File: src/core/acc_pkg.sv
// package for the converter control block: register map, field positions,
// reset values and phase lengths. assumes a 32-bit apb with byte addresses.
package acc_pkg;
	localparam int ACC_AW = 8;
	// register byte offsets
	localparam logic [7:0] ACC_OFF_CTRL0 = 8'h00;
	localparam logic [7:0] ACC_OFF_CTRL1 = 8'h04;
	localparam logic [7:0] ACC_OFF_CTRL2 = 8'h08;
	localparam logic [7:0] ACC_OFF_RES_HI = 8'h0c;
	localparam logic [7:0] ACC_OFF_RES_LO = 8'h10;
	localparam logic [7:0] ACC_OFF_IRQ = 8'h14;
	localparam logic [7:0] ACC_OFF_PIN = 8'h18;
	// control register 0 fields
	localparam int ACC_B_START = 7;
	localparam int ACC_B_BUSY = 6;
	localparam int ACC_B_PWR = 5;
	localparam int ACC_B_FMT = 4;
	// control register 1 fields
	localparam int ACC_B_INSEL = 5;
	// control register 2 fields
	localparam int ACC_B_AMP = 7;
	localparam int ACC_B_BGBUF = 6;
	// interrupt register fields
	localparam int ACC_B_GIE = 0;
	localparam int ACC_B_CIE = 1;
	localparam int ACC_B_FLAG = 2;
	// pin register fields: analog select, pull-high enable, direction
	localparam int ACC_B_PIN_PU = 8;
	localparam int ACC_B_PIN_DIR = 16;
	// reset values and reference and input select codes
	localparam logic [7:0] ACC_RST_BYTE = 8'h00;
	localparam logic [3:0] ACC_REF_SUPPLY = 4'h0;
	localparam logic [3:0] ACC_REF_EXT4 = 4'h4;
	localparam logic [3:0] ACC_REF_BG2 = 4'ha;
	localparam logic [3:0] ACC_REF_BG4 = 4'hc;
	localparam logic [2:0] ACC_IN_PIN = 3'h0;
	localparam logic [2:0] ACC_IN_RSVD = 3'h4;
	// phase lengths in converter clocks
	localparam logic [3:0] ACC_SAMPLE_CLKS = 4'h4;
	localparam logic [3:0] ACC_CONV_CLKS = 4'hc;
	typedef enum logic [1:0] {ACC_IDLE, ACC_SAMPLE, ACC_CONVERT, ACC_HOLD} acc_state_t;
endpackage

File: src/core/acc_clkdiv.sv
// converter clock divider: tick once per 2^sel system clocks, plus a
// mid-period tick. assumes restart is a single-cycle pulse.
`timescale 1ns/1ps
module acc_clkdiv
#(
	parameter int SEL_W = 3,
	parameter int CNT_W = 7
)
(
	input wire logic pclk,
	input wire logic presetn,
	input wire logic restart,
	input wire logic [SEL_W-1:0] sel,
	output logic tick,
	output logic half
);
	logic [CNT_W-1:0] cnt_ff;
	logic [CNT_W-1:0] nxt_cnt;
	logic [CNT_W:0] period;
	logic [CNT_W-1:0] last;
	logic [CNT_W-1:0] mid;

	// period is a power of two; half of one system clock rounds up to one
	assign period = (CNT_W+1)'(1) << sel; // RULE_20
	assign last = CNT_W'(period - (CNT_W+1)'(1));
	assign mid = (sel == '0) ? '0 : CNT_W'((period >> 1) - (CNT_W+1)'(1));
	assign tick = (cnt_ff == last);
	assign half = (cnt_ff == mid);
	assign nxt_cnt = (restart | tick) ? '0 : cnt_ff + CNT_W'(1);

	// free counter, realigned by restart
	always_ff @(posedge pclk or negedge presetn)
	begin
		if (!presetn)
			cnt_ff <= '0;
		else
			cnt_ff <= nxt_cnt;
	end
endmodule // acc_clkdiv

File: src/core/acc_ctrl.sv
// top of the converter control block: apb registers, start sequencing,
// phase timing, result latching, reference and input routing, pin override.
// assumes the analog core presents its 12-bit code on core_data at the end
// of the conversion phase.
`timescale 1ns/1ps
// Notes on behaviour
// RULE_01: software powers converter, waits before starting
// RULE_02: software powers converter down when idle
// RULE_03: reference from four-bit select field codes
// RULE_04: software enables reference amplifier when needed
// RULE_05: software sets reference pin share pattern
// RULE_06: analog-selected pin routes to converter only
// RULE_07: analog pin drops its pull-high resistor
// RULE_08: analog pin ignores its direction setting
// RULE_09: four sample clocks then twelve conversion clocks
// RULE_10: result latched half clock later; start alters
// RULE_11: software waits half clock before next start
// RULE_12: software sets internal select then channel
// RULE_13: software configures all, then pulses start
// RULE_14: software sets both enables before starting
// RULE_15: busy high during conversion, low at end
// RULE_16: interrupt when enabled and stack not full
// RULE_17: twelve-bit unsigned result, full scale fff
// RULE_18: start rise resets; start fall begins conversion
// RULE_19: format bit chooses high/low result split
// RULE_20: converter clock is system clock over 2^sel
// RULE_21: completion sets the converter interrupt flag
// RULE_22: unlisted reference codes act as supply
// RULE_23: internal source wins over external channel
module acc_ctrl
	import acc_pkg::*;
#(
	parameter int RES_W = 12,
	parameter int NPIN = 8
)
(
	input wire logic pclk,
	input wire logic presetn,
	input wire logic psel,
	input wire logic penable,
	input wire logic pwrite,
	input wire logic [ACC_AW-1:0] paddr,
	input wire logic [31:0] pwdata,
	output logic [31:0] prdata,
	output logic pready,
	output logic pslverr,
	input wire logic [RES_W-1:0] core_data,
	input wire logic stack_full,
	output logic conv_power_ff,
	output logic conv_reset_ff,
	output logic conv_sample_ff,
	output logic conv_convert_ff,
	output logic [3:0] ref_sel_ff,
	output logic ref_amp_en_ff,
	output logic bg_buf_en_ff,
	output logic [2:0] int_src_ff,
	output logic ext_connect_ff,
	output logic [2:0] ext_chan_ff,
	output logic [NPIN-1:0] pin_analog_ff,
	output logic [NPIN-1:0] pin_pullup_ff,
	output logic [NPIN-1:0] pin_dir_in_ff,
	output logic irq_ff
);
	logic [7:0] ctrl0_ff, ctrl1_ff, ctrl2_ff;
	logic [1:0] irq_en_ff;
	logic flag_ff, busy_ff, start_prev_ff;
	logic [NPIN-1:0] fsel_ff, pu_ff, dir_ff;
	logic [RES_W-1:0] pend_ff, result_ff;
	logic [3:0] tcnt_ff;
	logic [31:0] prdata_ff;
	logic pslverr_ff, pready_ff;
	acc_state_t state_ff;

	// bus decode
	wire setup = psel & ~penable;
	wire wr = psel & penable & pwrite;
	wire hit_c0 = paddr == ACC_OFF_CTRL0;
	wire hit_c1 = paddr == ACC_OFF_CTRL1;
	wire hit_c2 = paddr == ACC_OFF_CTRL2;
	wire hit_hi = paddr == ACC_OFF_RES_HI;
	wire hit_lo = paddr == ACC_OFF_RES_LO;
	wire hit_irq = paddr == ACC_OFF_IRQ;
	wire hit_pin = paddr == ACC_OFF_PIN;
	wire mapped = hit_c0 | hit_c1 | hit_c2 | hit_hi | hit_lo | hit_irq | hit_pin;

	// result split by format bit
	wire fmt = ctrl0_ff[ACC_B_FMT];
	wire [7:0] res_hi = fmt ? {4'h0, result_ff[11:8]} : result_ff[11:4]; // RULE_19
	wire [7:0] res_lo = fmt ? result_ff[7:0] : {4'h0, result_ff[3:0]}; // RULE_19

	// read mux; bit 3 of control 0 is unimplemented and reads zero
	wire [7:0] c0_rd = {ctrl0_ff[7], busy_ff, ctrl0_ff[5:4], 1'b0, ctrl0_ff[2:0]};
	wire [31:0] rd_mux =
		hit_c0 ? {24'h0, c0_rd} :
		hit_c1 ? {24'h0, ctrl1_ff[7:5], 2'h0, ctrl1_ff[2:0]} :
		hit_c2 ? {24'h0, ctrl2_ff[7:6], 2'h0, ctrl2_ff[3:0]} :
		hit_hi ? {24'h0, res_hi} :
		hit_lo ? {24'h0, res_lo} :
		hit_irq ? {29'h0, flag_ff, irq_en_ff} :
		hit_pin ? {8'h0, dir_ff, pu_ff, fsel_ff} : 32'h0;

	// start edge detection on the software start bit
	wire start_bit = ctrl0_ff[ACC_B_START];
	wire start_rise = start_bit & ~start_prev_ff; // RULE_18
	wire start_fall = ~start_bit & start_prev_ff; // RULE_18
	wire powered = ctrl0_ff[ACC_B_PWR];

	// converter clock from the divider
	wire tick, half;
	wire div_restart = start_fall | (state_ff == ACC_CONVERT & tick);
	acc_clkdiv #(.SEL_W(3), .CNT_W(7)) u_div (
		.pclk(pclk),
		.presetn(presetn),
		.restart(div_restart),
		.sel(ctrl1_ff[2:0]),
		.tick(tick),
		.half(half)
	);

	// phase sequencing
	wire samp_end = state_ff == ACC_SAMPLE & tick & tcnt_ff == ACC_SAMPLE_CLKS - 4'h1;
	wire conv_end = state_ff == ACC_CONVERT & tick & tcnt_ff == ACC_CONV_CLKS - 4'h1;
	wire latch_now = state_ff == ACC_HOLD & half;
	acc_state_t nxt_state;
	assign nxt_state =
		(start_rise | ~powered) ? ACC_IDLE :
		(start_fall) ? ACC_SAMPLE :
		samp_end ? ACC_CONVERT : // RULE_09
		conv_end ? ACC_HOLD : // RULE_09
		latch_now ? ACC_IDLE : state_ff;
	wire [3:0] nxt_tcnt = (start_fall | samp_end) ? 4'h0 : (tick ? tcnt_ff + 4'h1 : tcnt_ff);
	wire nxt_busy = (start_rise | ~powered | conv_end) ? 1'b0 : (start_fall ? 1'b1 : busy_ff);

	// reference: unlisted codes fall back to the supply
	wire [3:0] rsel = ctrl2_ff[3:0];
	wire ref_ok = (rsel <= ACC_REF_EXT4) | (rsel >= ACC_REF_BG2 & rsel <= ACC_REF_BG4);
	wire [3:0] nxt_ref = ref_ok ? rsel : ACC_REF_SUPPLY; // RULE_03 RULE_22

	// input routing: code 4 behaves as the pin input
	wire [2:0] insel = ctrl1_ff[7:5];
	wire [2:0] nxt_int = (insel == ACC_IN_RSVD) ? ACC_IN_PIN : insel;

	// interrupt flag: completion set wins over a software clear
	wire flag_wr = wr & hit_irq;
	wire nxt_flag = conv_end | (flag_wr ? pwdata[ACC_B_FLAG] : flag_ff); // RULE_21

	// bus answer registered in setup, so the access phase never waits
	always_ff @(posedge pclk or negedge presetn)
	begin
		if (!presetn)
		begin
			prdata_ff <= 32'h0;
			pslverr_ff <= 1'b0;
			pready_ff <= 1'b0;
		end
		else
		begin
			pready_ff <= 1'b1;
			if (setup)
			begin
				prdata_ff <= pwrite ? 32'h0 : rd_mux;
				pslverr_ff <= ~mapped;
			end
		end
	end
	assign prdata = prdata_ff;
	assign pready = pready_ff;
	assign pslverr = pslverr_ff;

	// software-written registers
	always_ff @(posedge pclk or negedge presetn)
	begin
		if (!presetn)
		begin
			ctrl0_ff <= ACC_RST_BYTE;
			ctrl1_ff <= ACC_RST_BYTE;
			ctrl2_ff <= ACC_RST_BYTE;
			irq_en_ff <= 2'h0;
			fsel_ff <= '0;
			pu_ff <= '0;
			dir_ff <= '0;
		end
		else if (wr)
		begin
			if (hit_c0)
				ctrl0_ff <= pwdata[7:0];
			if (hit_c1)
				ctrl1_ff <= pwdata[7:0];
			if (hit_c2)
				ctrl2_ff <= pwdata[7:0];
			if (hit_irq)
				irq_en_ff <= pwdata[1:0];
			if (hit_pin)
			begin
				fsel_ff <= pwdata[NPIN-1:0];
				pu_ff <= pwdata[ACC_B_PIN_PU +: NPIN];
				dir_ff <= pwdata[ACC_B_PIN_DIR +: NPIN];
			end
		end
	end

	// conversion state
	always_ff @(posedge pclk or negedge presetn)
	begin
		if (!presetn)
		begin
			state_ff <= ACC_IDLE;
			tcnt_ff <= 4'h0;
			busy_ff <= 1'b0;
			flag_ff <= 1'b0;
			start_prev_ff <= 1'b0;
		end
		else
		begin
			state_ff <= nxt_state;
			tcnt_ff <= nxt_tcnt;
			busy_ff <= nxt_busy; // RULE_15
			flag_ff <= nxt_flag; // RULE_21
			start_prev_ff <= start_bit;
		end
	end

	// result pair: stored at the end, latched half a converter clock later;
	// a start rise inside that window clears the pair and cancels the latch
	always_ff @(posedge pclk or negedge presetn)
	begin
		if (!presetn)
		begin
			pend_ff <= '0;
			result_ff <= '0;
		end
		else
		begin
			if (conv_end)
				pend_ff <= core_data; // RULE_17
			if (state_ff == ACC_HOLD & start_rise)
				result_ff <= '0; // RULE_10
			else if (latch_now)
				result_ff <= pend_ff; // RULE_10
		end
	end

	// outputs to the analog side and the pin pads
	always_ff @(posedge pclk or negedge presetn)
	begin
		if (!presetn)
		begin
			conv_power_ff <= 1'b0;
			conv_reset_ff <= 1'b0;
			conv_sample_ff <= 1'b0;
			conv_convert_ff <= 1'b0;
			ref_sel_ff <= ACC_REF_SUPPLY;
			ref_amp_en_ff <= 1'b0;
			bg_buf_en_ff <= 1'b0;
			int_src_ff <= ACC_IN_PIN;
			ext_connect_ff <= 1'b0;
			ext_chan_ff <= 3'h0;
			pin_analog_ff <= '0;
			pin_pullup_ff <= '0;
			pin_dir_in_ff <= '0;
			irq_ff <= 1'b0;
		end
		else
		begin
			conv_power_ff <= powered;
			conv_reset_ff <= start_rise; // RULE_18
			conv_sample_ff <= nxt_state == ACC_SAMPLE;
			conv_convert_ff <= nxt_state == ACC_CONVERT;
			ref_sel_ff <= nxt_ref;
			ref_amp_en_ff <= ctrl2_ff[ACC_B_AMP];
			bg_buf_en_ff <= ctrl2_ff[ACC_B_BGBUF];
			int_src_ff <= nxt_int;
			ext_connect_ff <= nxt_int == ACC_IN_PIN; // RULE_23
			ext_chan_ff <= ctrl0_ff[2:0];
			pin_analog_ff <= fsel_ff; // RULE_06
			pin_pullup_ff <= pu_ff & ~fsel_ff; // RULE_07
			pin_dir_in_ff <= dir_ff | fsel_ff; // RULE_08
			irq_ff <= nxt_flag & irq_en_ff[ACC_B_GIE] & irq_en_ff[ACC_B_CIE] & ~stack_full; // RULE_16
		end
	end

	a_sample_len: assert property (@(posedge pclk) disable iff (!presetn) // RULE_09
		samp_end && !start_rise && !start_fall && powered |=> state_ff == ACC_CONVERT && tcnt_ff == 4'h0)
		else $error("sample phase length wrong");
	a_conv_end: assert property (@(posedge pclk) disable iff (!presetn) // RULE_15
		conv_end && !start_rise && powered |=> !busy_ff && flag_ff && state_ff == ACC_HOLD)
		else $error("completion did not clear busy and set flag");
	a_start_busy: assert property (@(posedge pclk) disable iff (!presetn) // RULE_18
		start_fall && powered |=> busy_ff && state_ff == ACC_SAMPLE)
		else $error("start fall did not begin conversion");
	a_rise_reset: assert property (@(posedge pclk) disable iff (!presetn) // RULE_18
		start_rise |=> !busy_ff && conv_reset_ff && state_ff == ACC_IDLE)
		else $error("start rise did not reset converter");
	a_ref_fallback: assert property (@(posedge pclk) disable iff (!presetn) // RULE_22
		!ref_ok |=> ref_sel_ff == ACC_REF_SUPPLY)
		else $error("invalid reference code not forced to supply");
	a_pullup_off: assert property (@(posedge pclk) disable iff (!presetn) // RULE_07
		(pin_analog_ff & pin_pullup_ff) == '0)
		else $error("pull-high left on analog pin");
	a_dir_over: assert property (@(posedge pclk) disable iff (!presetn) // RULE_08
		(pin_analog_ff & ~pin_dir_in_ff) == '0)
		else $error("analog pin not forced to input");
	a_int_wins: assert property (@(posedge pclk) disable iff (!presetn) // RULE_23
		int_src_ff != ACC_IN_PIN |-> !ext_connect_ff)
		else $error("external channel connected with internal source");
	a_latch_res: assert property (@(posedge pclk) disable iff (!presetn) // RULE_10
		latch_now && !start_rise |=> result_ff == $past(pend_ff))
		else $error("result not latched from stored pair");
	a_irq_gate: assert property (@(posedge pclk) disable iff (!presetn) // RULE_16
		irq_ff |-> $past(irq_en_ff) == 2'h3 && !$past(stack_full))
		else $error("interrupt raised while gated");
endmodule // acc_ctrl

File: config.mk
export PLATFORM = sky130hd
export DESIGN_NAME = acc_ctrl
export DESIGN_NICKNAME = d
export VERILOG_FILES = /design/src/core/acc_pkg.sv /design/src/core/acc_clkdiv.sv /design/src/core/acc_ctrl.sv
export SDC_FILE = /design/constraint.sdc
export NUM_CORES = 1
export LEC_CHECK = 0
export ABC_AREA = 1
export BUFFER_PORTS_ARGS = -buffer_cell sky130_fd_sc_hd__buf_2
export CAP_MARGIN = 40
export CELL_PAD_IN_SITES_DETAIL_PLACEMENT = 2
export CELL_PAD_IN_SITES_GLOBAL_PLACEMENT = 2
export CORE_MARGIN = 10
export CORE_UTILIZATION = 30
export DETAILED_ROUTE_END_ITERATION = 16
export GPL_ROUTABILITY_DRIVEN = 0
export GPL_TIMING_DRIVEN = 0
export PLACE_DENSITY_LB_ADDON = 0.12
export SKIP_CTS_REPAIR_TIMING = 1
export SLEW_MARGIN = 20
export SYNTH_ARGS = -nofsm -noshare
export SYNTH_HDL_FRONTEND = slang
export SYNTH_SLANG_ARGS = --single-unit
File: constraint.sdc
create_clock -name pclk -period 2 [get_ports pclk]
set_input_delay 0.4 -clock pclk [delete_from_list [all_inputs] [get_ports pclk]]
set_output_delay 0.4 -clock pclk [all_outputs]
set_load 0.01 [all_outputs]
# After elaboration in Yosys (flattened, before gate mapping)

Index checks and enable logic that the tools add are counted.
W data, S select, Z words.

Register bits: 166
Input port bits: 58
Word-level logic and storage cells: 131

$add $sub $neg: 4
Magnitude comparators: 3
Equality and inequality tests: 16
Shifts and indexed selects: 1
Muxes and demuxes: 26
Bitwise gates (word level): 38
Reductions and logical operators: 11

Operators with widths:

| kind                  | number |
|---|---|
| $mux W24              | 8 |
| $eq A8 B5 Y1 const B  | 3 |
| $mux W12              | 2 |
| $and A1 B1 Y1         | 16 |
| $eq A8 B4 Y1 const B  | 2 |
| $mux W8               | 2 |
| $eq A7 B7 Y1          | 2 |
| $mux W7               | 2 |
| $sub A7 B1 Y7 const B | 2 |
| $or A1 B1 Y1          | 13 |
| $mux W4               | 3 |
| $mux W2               | 5 |
| $reduce_and A2 Y1     | 5 |
| $and A8 B8 Y8         | 1 |
| $eq A8 B3 Y1 const B  | 1 |
| $logic_not A8 Y1      | 1 |
| $not A8 Y8            | 1 |
| $or A8 B8 Y8          | 1 |
| $shl A1 B3 Y8 const A | 1 |
| $add A7 B1 Y7 const B | 1 |
| $eq A2 B2 Y1 const B  | 3 |
| $logic_not A3 Y1      | 2 |
| $not A1 Y1            | 6 |
| $reduce_bool A2 Y1    | 3 |
| other kinds (10)      | 13 |

# Depth between registers and ports, before layout

Gate-level depths: netlist of run 1.

Depth in word-level cells: 11
Depth in mapped cells: 18
Depth with buffers taken out: 17

# Hierarchy

A second synthesis of run 1 with hierarchy kept.

Cell total of the unflattened synthesis: 745
Area, all modules: 6652.6 sq um

Modules (own cells, without submodules):

| module     | times used | cells each | area each (sq um) | sequential area each (sq um) |
|---|---|---|---|---|
| acc_ctrl   | 1          | 631        | 5900.7            | 3628.5 |
| acc_clkdiv | 1          | 114        | 752.0             | 175.2 |

# Least setup slack after synthesis of run 1

No wires, ideal clock.

Path kind: reg-to-reg
Start: register ctrl1_ff[1]
End: register pend_ff[10]
Library setup time: 0.120 ns
Data arrival time: 1.960 ns
Path slack: -0.080 ns
Cell stages (with the launch flop): 15
Path through: dfrtp_1 buf_6 inv_1 ha_1 o21ai_0 nand2_1 nand2_1 nand2_1 nor2_2 nand2_2 nor2_4 nand3_4 buf_6 nor2_1 a21oi_1

Word-level cells in the longest chain between the ends: 5

RTL lines:

| element                    | RTL line         | source |
|---|---|---|
| from (decl)                | acc_ctrl.sv:64   | `logic [7:0] ctrl0_ff, ctrl1_ff, ctrl2_ff;` |
| from (signal assigned)     | acc_ctrl.sv:188  | `ctrl1_ff <= pwdata[7:0];` |
| $shl A1 B3 Y8              | acc_clkdiv.sv:24 | `assign period = (CNT_W+1)'(1) << sel;` |
| $sub A7 B1 Y7              | acc_clkdiv.sv:25 | `assign last = CNT_W'(period - (CNT_W+1)'(1));` |
| $eq A7 B7 Y1               | acc_clkdiv.sv:27 | `assign tick = (cnt_ff == last);` |
| $and A1 B1 Y1 (2 in a row) | acc_ctrl.sv:122  | `wire conv_end = state_ff == ACC_CONVERT & tick & tcnt_ff == ACC_CONV_CLKS - 4'h1;` |
| to (signal assigned)       | acc_ctrl.sv:235  | `pend_ff <= core_data;` |
| to (decl)                  | acc_ctrl.sv:68   | `logic [RES_W-1:0] pend_ff, result_ff;` |

No other way between the ends.
A chain may end at the register's enable or synchronous reset.

# Worst setup path in the final report of run 1

Start: register ctrl1_ff[1]
End: register result_ff[2]

Word-level cells in the longest chain between the ends: 6
Elaborated cells on any way between the ends: 7

RTL lines:

| element                                 | RTL line         | source |
|---|---|---|
| $shl A1 B3 Y8                           | acc_clkdiv.sv:24 |  |
| $sub A7 B1 Y7                           | acc_clkdiv.sv:26 | `assign mid = (sel == '0) ? '0 : CNT_W'((period >> 1) - (CNT_W+1)'(1));` |
| $mux W7 (*)                             | acc_clkdiv.sv:26 |  |
| $eq A7 B7 Y1 (*)                        | acc_clkdiv.sv:28 | `assign half = (cnt_ff == mid);` |
| $and A1 B1 Y1 (*)                       | acc_ctrl.sv:123  | `wire latch_now = state_ff == ACC_HOLD & half;` |
| $reduce_bool A2 Y1 (no source line) (*) | n/a              |  |
| to (signal assigned)                    | acc_ctrl.sv:239  | `result_ff <= pend_ff;` |
| to (decl)                               | acc_ctrl.sv:68   |  |

Every way passes the cells marked *; elsewhere a longest branch is shown, timed or not.

==> results of run 1 <==
==> how the worst max path moves through the flow <==
stage / start / endpoint / slack, ns
floorplan: ctrl1_ff[1]$_DFFE_PN0P_ / pend_ff[10]$_DFFE_PN0P_ / 0.005
global placement: presetn / pu_ff[6]$_DFFE_PN0P_ / -1.74
detailed placement: penable / prdata[9]$_DFFE_PN0P_ / -0.76
CTS: ctrl1_ff[1]$_DFFE_PN0P_ / pend_ff[8]$_DFFE_PN0P_ / -0.50
global route: ctrl1_ff[1]$_DFFE_PN0P_ / result_ff[2]$_DFFE_PN0P_ / -0.47
finish: ctrl1_ff[1]$_DFFE_PN0P_ / result_ff[2]$_DFFE_PN0P_ / -0.35
==> cell usage in the layout (no fill, tap or decap), drive strengths merged, types with 6 or more instances in the layout <==
cell type / Yosys / final
a21oi: 40 / 40
nand3: 40 / 40
conb: 2 / 9
dfrtp: 152 / 152
xor2: 6 / 6
nand2: 169 / 169
o211ai: 9 / 9
inv: 94 / 101
ha: 9 / 9
o22ai: 7 / 7
buf: 18 / 161
nand4: 9 / 9
nor2: 76 / 76
o21ai: 72 / 72
clkbuf: 11 / 28
==> worst max-delay path, delay by kind of cell, from the launching register on <==
kind | cells | cell delay, ns
adder cells (fa/ha/maj) | 1 | 0.24
buffers and inverters | 4 | 0.44
flip-flops | 1 | 0.42
AND/OR/NAND/NOR | 9 | 1.13
==> metal layers <==
metal  GRT usage [%]  up-vias  wire length (microns)
li1                -     2681                      -
met1            20.0     2877                  10100
met2            26.6       93                  12200
met3            3.38       16                    901
met4            4.39        0                    199
met5               0        -                      0
==> kinds of logic (layout without fill, tap and decap cells) <==
kind of cell	count (synthesis)	after routing	synth area share [%]
compound gates	135	135	11.0
fa+ha+maj	9	9	1.70
buf+inv	124	300	8.39
other cells	2	10	0.113
simple gates	306	306	20.3
flops	152	152	57.3
xor+xnor	9	9	1.19
==> power breakdown <==
group / switching [mW] / internal, mW / total (mW) / leakage, nW
clock network: 1.46 / 1.77 / 3.23 / 0.282
logic: 0.593 / 0.334 / 0.926 / 2.19
registers: 0.147 / 3.20 / 3.34 / 1.90
==> state kept, by name (all words and copies together), names as in the netlist, 2 cells and up <==
name           count
dir_ff             8
prdata            24
ref_sel_ff         4
pin_pullup_ff      8
int_src_ff         3
tcnt_ff            4
ctrl1_ff           6
irq_en_ff          2
pu_ff              8
pin_analog_ff      8
ctrl0_ff           6
ctrl2_ff           6
fsel_ff            8
ext_chan_ff        3
pin_dir_in_ff      8
state_ff           2
result_ff         12
u_div.cnt_ff       7
pend_ff           12
==> stage by stage <==
| stage | TNS, ns | util [%] | instance area, sq um | hold slack (ns) |
|---|---|---|---|---|
| after floorplan | 0 | - | 6660 | 0.104 |
| after global placement | -286.40 | 34.8 | 7600 | 0.398 |
| after detailed placement | -33.88 | 35.0 | 7630 | 0.377 |
| after CTS | -19.45 | 37.7 | 8220 | -0.0898 |
| after global routing | -13.61 | 40.1 | 8750 | 0.107 |
| final | -7.88 | 40.1 | 8760 | 0.121 |
==> area by class of cell <==
| type | count | share of cell area (%) |
|---|---|---|
| Inverter | 95 | 4.54 |
| Sequential cell | 152 | 43.4 |
| Tap cell | 280 | 4.00 |
| Buffer | 29 | 2.36 |
| Timing Repair Buffer | 143 | 9.60 |
| Antenna cell | 1 | 0.0286 |
| Timing Repair inverter | 1 | 0.100 |
| Clock inverter | 14 | 1.76 |
| Multi-Input combinational cell | 468 | 29.3 |
| Clock buffer | 18 | 4.90 |
==> results.py, run 1 <==
metrics = {
    "cells_and_area": {
        "syn2layout_area_growth_pct": 32.0,
        "drive_above_1_share_pct": 29.6,
        "regArea_sq_um": 3800,
        "multi_input_area_sq_um": 2560,
        "final.fill_count": 2408,
        "fin_cells": 1201,
        "fin_nets": 974,
    },
    "worst_setup_path": {
        "r2r_cells": 14,
        "required_ns": 2.32,
        "timing.rr.start": "ctrl1_ff[1]$_DFFE_PN0P_",
        "worst-setup-path-type": "reg2reg",
        "cp_max_fo": 8,
        "cp_cell_sequence": "buf_12 -> clkinv_8 -> ha_4 -> inv_1 -> nand4_1 -> nand3_1 -> nand2_1 -> nand2_2 -> nand3_4 -> or2_4 -> nand2_8 -> clkinvlp_4 -> nand2_2 -> nand2_2",
        "cp_common_cell": "nand2_2",
        "arrival_ns": 2.67,
        "cpPeakStageDelay_ns": 0.42,
        "cp-start-kind": "flip-flop",
        "cp-end-kind": "flip-flop",
        "timing.rr.end": "result_ff[2]$_DFFE_PN0P_",
        "regToRegSetupSlack_ns": -0.35,
        "crit_slowest_cell": "dfrtp_2",
    },
    "timing": {
        "drv_slew": 0,
        "hold_viol": 0,
        "min_period_over_period_pct": 117,
        "setup_ws_ns": -0.346,
        "worst_pin_slew_ns": 0.727,
        "rsz0062_at_grt": "true",
        "setup_viol": 37,
        "fin_skew_ns": 0.0103,
        "relSlewSlack_pct": 51.5,
        "max_freq_ghz": 0.426,
        "finalCriticalPeriod_ns": 2.35,
    },
    "synth": {
        "yosysMostFrequentCell": "nand2_1",
        "synthCells": 737,
        "yosys.cell_types.count": 44,
        "yosys_register_bits": 152,
        "yosysSeqAreaShare_pct": 57.3,
        "syn-cell-area_sq_um": 6630,
        "yosysWarnings": 0,
        "async_flop_share_pct": 100,
        "yosys.area.top_type": "dfrtp_1",
        "synth_top_area_share_pct": 57.3,
        "ys.flop_type": "dfrtp_1",
        "syn-mean-instance-area_sq_um": 9.00,
        "yosys-top-cells-count": "nand2_1 (163), dfrtp_1 (152), inv_1 (89)",
        "synth_edf_count": 0,
        "netlist_top_cells_area": "dfrtp_1 (57%), nand2_1 (9.2%), o21ai_0 (5.3%), inv_1 (5.0%), nor2_1 (4.0%)",
    },
    "global_routing": {
        "overflow": 0,
        "grt_pass1_vias": 6295,
        "antenna_found_initial": 0,
        "grt_usage_pct": 15.8,
        "grt_pass1_wl_microns": 35700,
        "grt_max_degree": 91,
    },
    "placed_design": {
        "dpl.cell_count": 1142,
        "port_buffers": 117,
        "dpl_worst_slack_ns": -0.762,
        "hpwlAfterDp_microns": 17200,
    },
    "floorplan": {
        "die_h_microns": 169,
        "die-area_sq_um": 28500,
        "start_util_pct": 30.4,
        "core_sq_um": 21800,
        "pin_count": 134,
        "fp-row-count": 54,
        "die_x_microns": 169,
    },
    "worst_hold_path": {
        "whs_path_depth": 2,
        "whs_endpoint": "irq_ff$_DFF_PN0_",
        "holdCritStartpoint": "stack_full",
        "hold_path_class": "in2reg",
    },
    "cts": {
        "path_clk_slew_ns": 0.07,
        "root_buffer": "clkbuf_16",
        "clk_path_buf_depth": 2,
        "cts_tree": "yes",
        "clk_latency_ns": 0.43,
        "cts_buffers": 17,
        "cts.sinks": 152,
        "htreeDepth": 4,
    },
    "pwr": {
        "irDropWorstVdd_uv": 536,
        "p_leak_nw": 4.37,
        "p_total_mw": 7.50,
        "p_per_area_nw_per_um2": 856,
    },
    "run": {
        "maxCapViolations": 0,
    },
    "routing": {
        "postRouteAntennaNets": 0,
        "vias": 5667,
        "drtIter0Drc": 199,
        "drc": 0,
        "routed_via_density": 4.72,
        "drt_wl_total_microns": 23300,
        "routedWlPerCell_microns": 19.4,
        "drtPass1Iterations": 4,
    },
    "outcome": {
        "violations": "setup timing",
        "status": "finished with violations",
    },
}
No activity file was read; power rests on OpenSTA's default activity.
==> run 2: changes to the inputs <==
--- a/config.mk
+++ b/config.mk
@@ -12,10 +12,12 @@
 export CELL_PAD_IN_SITES_GLOBAL_PLACEMENT = 2
 export CORE_MARGIN = 10
 export CORE_UTILIZATION = 30
+export CTS_BUF_LIST = sky130_fd_sc_hd__clkbuf_8 sky130_fd_sc_hd__clkbuf_16
 export DETAILED_ROUTE_END_ITERATION = 16
 export GPL_ROUTABILITY_DRIVEN = 0
 export GPL_TIMING_DRIVEN = 0
 export PLACE_DENSITY_LB_ADDON = 0.12
+export SETUP_SLACK_MARGIN = 0.4
 export SKIP_CTS_REPAIR_TIMING = 1
 export SLEW_MARGIN = 20
 export SYNTH_ARGS = -nofsm -noshare
==> run 2 against run 1 <==
The flow still finishes with violations (setup timing). Global-route usage increased by 0.25 points. Cell area increased by 2.3%. Setup slack improved by 0.053 ns. Sequential power about the same. Utilization increased by 0.93 points. Fmax increased by 2.3%. Power increased by 1.3%. Via count increased by 0.88%. Critical path depth increased by 3. Critical path type unchanged.
==> results.py, run 2 (synthesized netlist as in run 1, its figures left out) <==
metrics = {
    "routing": {
        "routed_via_density": 4.74,
        "drtIter0Drc": 238,
        "postRouteAntennaNets": 0,
        "drc": 0,
        "drt_wl_total_microns": 23200,
        "vias": 5717,
        "routedWlPerCell_microns": 19.2,
        "drtPass1Iterations": 4,
    },
    "worst_setup_path": {
        "arrival_ns": 2.64,
        "cp_max_fo": 7,
        "worst-setup-path-type": "reg2reg",
        "regToRegSetupSlack_ns": -0.29,
        "cp-end-kind": "flip-flop",
        "timing.rr.start": "ctrl1_ff[2]$_DFFE_PN0P_",
        "timing.rr.end": "conv_sample_ff$_DFF_PN0_",
        "r2r_cells": 17,
        "cp-start-kind": "flip-flop",
        "required_ns": 2.35,
    },
    "floorplan": {
        "die_h_microns": 169,
        "die_x_microns": 169,
        "pin_count": 134,
        "fp-row-count": 54,
        "start_util_pct": 30.4,
        "core_sq_um": 21800,
        "die-area_sq_um": 28500,
    },
    "timing": {
        "setup_viol": 42,
        "relSlewSlack_pct": 49.2,
        "max_freq_ghz": 0.436,
        "worst_pin_slew_ns": 0.762,
        "rsz0062_at_grt": "true",
        "whs_ns": 0.00675,
        "finalCriticalPeriod_ns": 2.29,
        "fin_skew_ns": 0.00981,
        "hold_viol": 0,
        "setup_ws_ns": -0.294,
        "min_period_over_period_pct": 115,
        "drv_slew": 0,
    },
    "cells_and_area": {
        "final.fill_count": 2414,
        "fin_area_sq_um": 8960,
        "fin_nets": 980,
        "final_cell_mix": "nand2_1 (151), dfrtp_1 (151), buf_2 (117)",
        "largest_reg_flops": 24,
        "drive_above_1_share_pct": 31.7,
        "syn2layout_area_growth_pct": 35.1,
        "fin_cells": 1207,
        "postLayoutCoreUtil_pct": 41.1,
    },
    "cts": {
        "cts_tree": "yes",
        "cts.sinks": 152,
        "clk_latency_ns": 0.43,
        "clk_path_buf_depth": 2,
        "root_buffer": "clkbuf_16",
        "cts_buffers": 17,
        "htreeDepth": 4,
        "path_clk_slew_ns": 0.07,
    },
    "global_routing": {
        "grt_usage_pct": 16.0,
        "grt_pass1_vias": 6393,
        "antenna_found_initial": 1,
        "overflow": 0,
        "grt_pass1_wl_microns": 36100,
        "grt_max_degree": 98,
    },
    "placed_design": {
        "hpwlAfterDp_microns": 17000,
        "port_buffers": 117,
        "dpl_cell_area_sq_um": 7710,
        "dpl.cell_count": 1142,
    },
    "pwr": {
        "irDropWorstVdd_uv": 544,
        "pwr-share-seq_pct": 43.9,
        "power_switching_mw": 2.17,
        "p_per_area_nw_per_um2": 848,
        "power.internal_mw": 5.43,
        "swShare_pct": 28.5,
        "combPwrFrac_pct": 11.7,
        "pwr-share-clk_pct": 44.5,
        "p_leak_nw": 4.49,
    },
    "run": {
        "maxCapViolations": 0,
    },
    "worst_hold_path": {
        "hold_path_class": "in2async",
    },
    "outcome": {
        "status": "finished with violations",
        "violations": "setup timing",
    },
}
## run 2: changes by cell type in the layout (fill, tap and decap cells not counted), moves of 5 or more
cell / delta
o21ai_0: -10
inv_2: +7
o21ai_2: +6
buf_4: +5
nand2_2: -5
nand3_1: -5
o21ai_1: +5
## run 2: metal layers
metal	track usage, %	wire [microns]
met1	19.8	9950
met2	27.6	12100
met3	3.64	952
met4	4.01	155
met5	0	0
## run 2: critical path, cell delays in order (launching register included)
cell and delay (ns):
dfrtp_1 0.37, buf_6 0.15, clkinv_8 0.08, buf_8 0.14
ha_4 0.16, inv_2 0.06, nand3_1 0.10, nand3b_1 0.10
nand2_1 0.08, nor2_2 0.10, nand2_2 0.11, nor2_4 0.14
nand3_4 0.15, nand2_2 0.10, nand2_2 0.07, nand2_4 0.09
nand2_4 0.06, nor2_4 0.13
## run 2: layout make-up
cell class                 instances  area, sq um  share of cell area [%]
timing repair buffer             149          912                    10.2
tap                              280          350                    3.91
buffer                            29          220                    2.46
clock inverter                    15          184                    2.05
antenna                            1         2.50                  0.0279
clock buffer                      17          425                    4.75
inverter                          95          385                    4.30
multi-input combinational        469         2680                    29.9
sequential                       152         3800                    42.5
## run 2: worst max path at each step
stage,startpoint,endpoint,slack (ns),cells after the start
4_1_cts,ctrl1_ff[2]$_DFFE_PN0P_,conv_sample_ff$_DFF_PN0_,-0.45,17
2_1_floorplan,ctrl1_ff[2]$_DFFE_PN0P_,pend_ff[10]$_DFFE_PN0P_,0.04,15
3_3_place_gp,presetn,dir_ff[4]$_DFFE_PN0P_,-1.76,1
6_report,ctrl1_ff[2]$_DFFE_PN0P_,conv_sample_ff$_DFF_PN0_,-0.29,17
5_1_grt,ctrl1_ff[2]$_DFFE_PN0P_,conv_sample_ff$_DFF_PN0_,-0.42,17
3_5_place_dp,penable,prdata[17]$_DFFE_PN0P_,-0.68,7
## run 2: power groups by stage
stage / clock, mW / sequential, mW / combinational [mW]
after floorplan: 0 / 3.36 / 0.457
after global placement: 0 / 3.38 / 0.696
after detailed placement: 0 / 3.40 / 0.760
after CTS: 3.46 / 3.34 / 0.766
after global routing: 3.60 / 3.35 / 1.02
final: 3.38 / 3.33 / 0.886
## run 2: stage by stage
stage	power (mW)	setup slack [ns]	setup TNS, ns
floorplan	3.82	0.0424	0
global placement	4.08	-1.76	-281.35
detailed placement	4.16	-0.684	-25.35
CTS	7.56	-0.449	-11.96
global route	7.98	-0.417	-11.89
finish	7.60	-0.294	-6.15
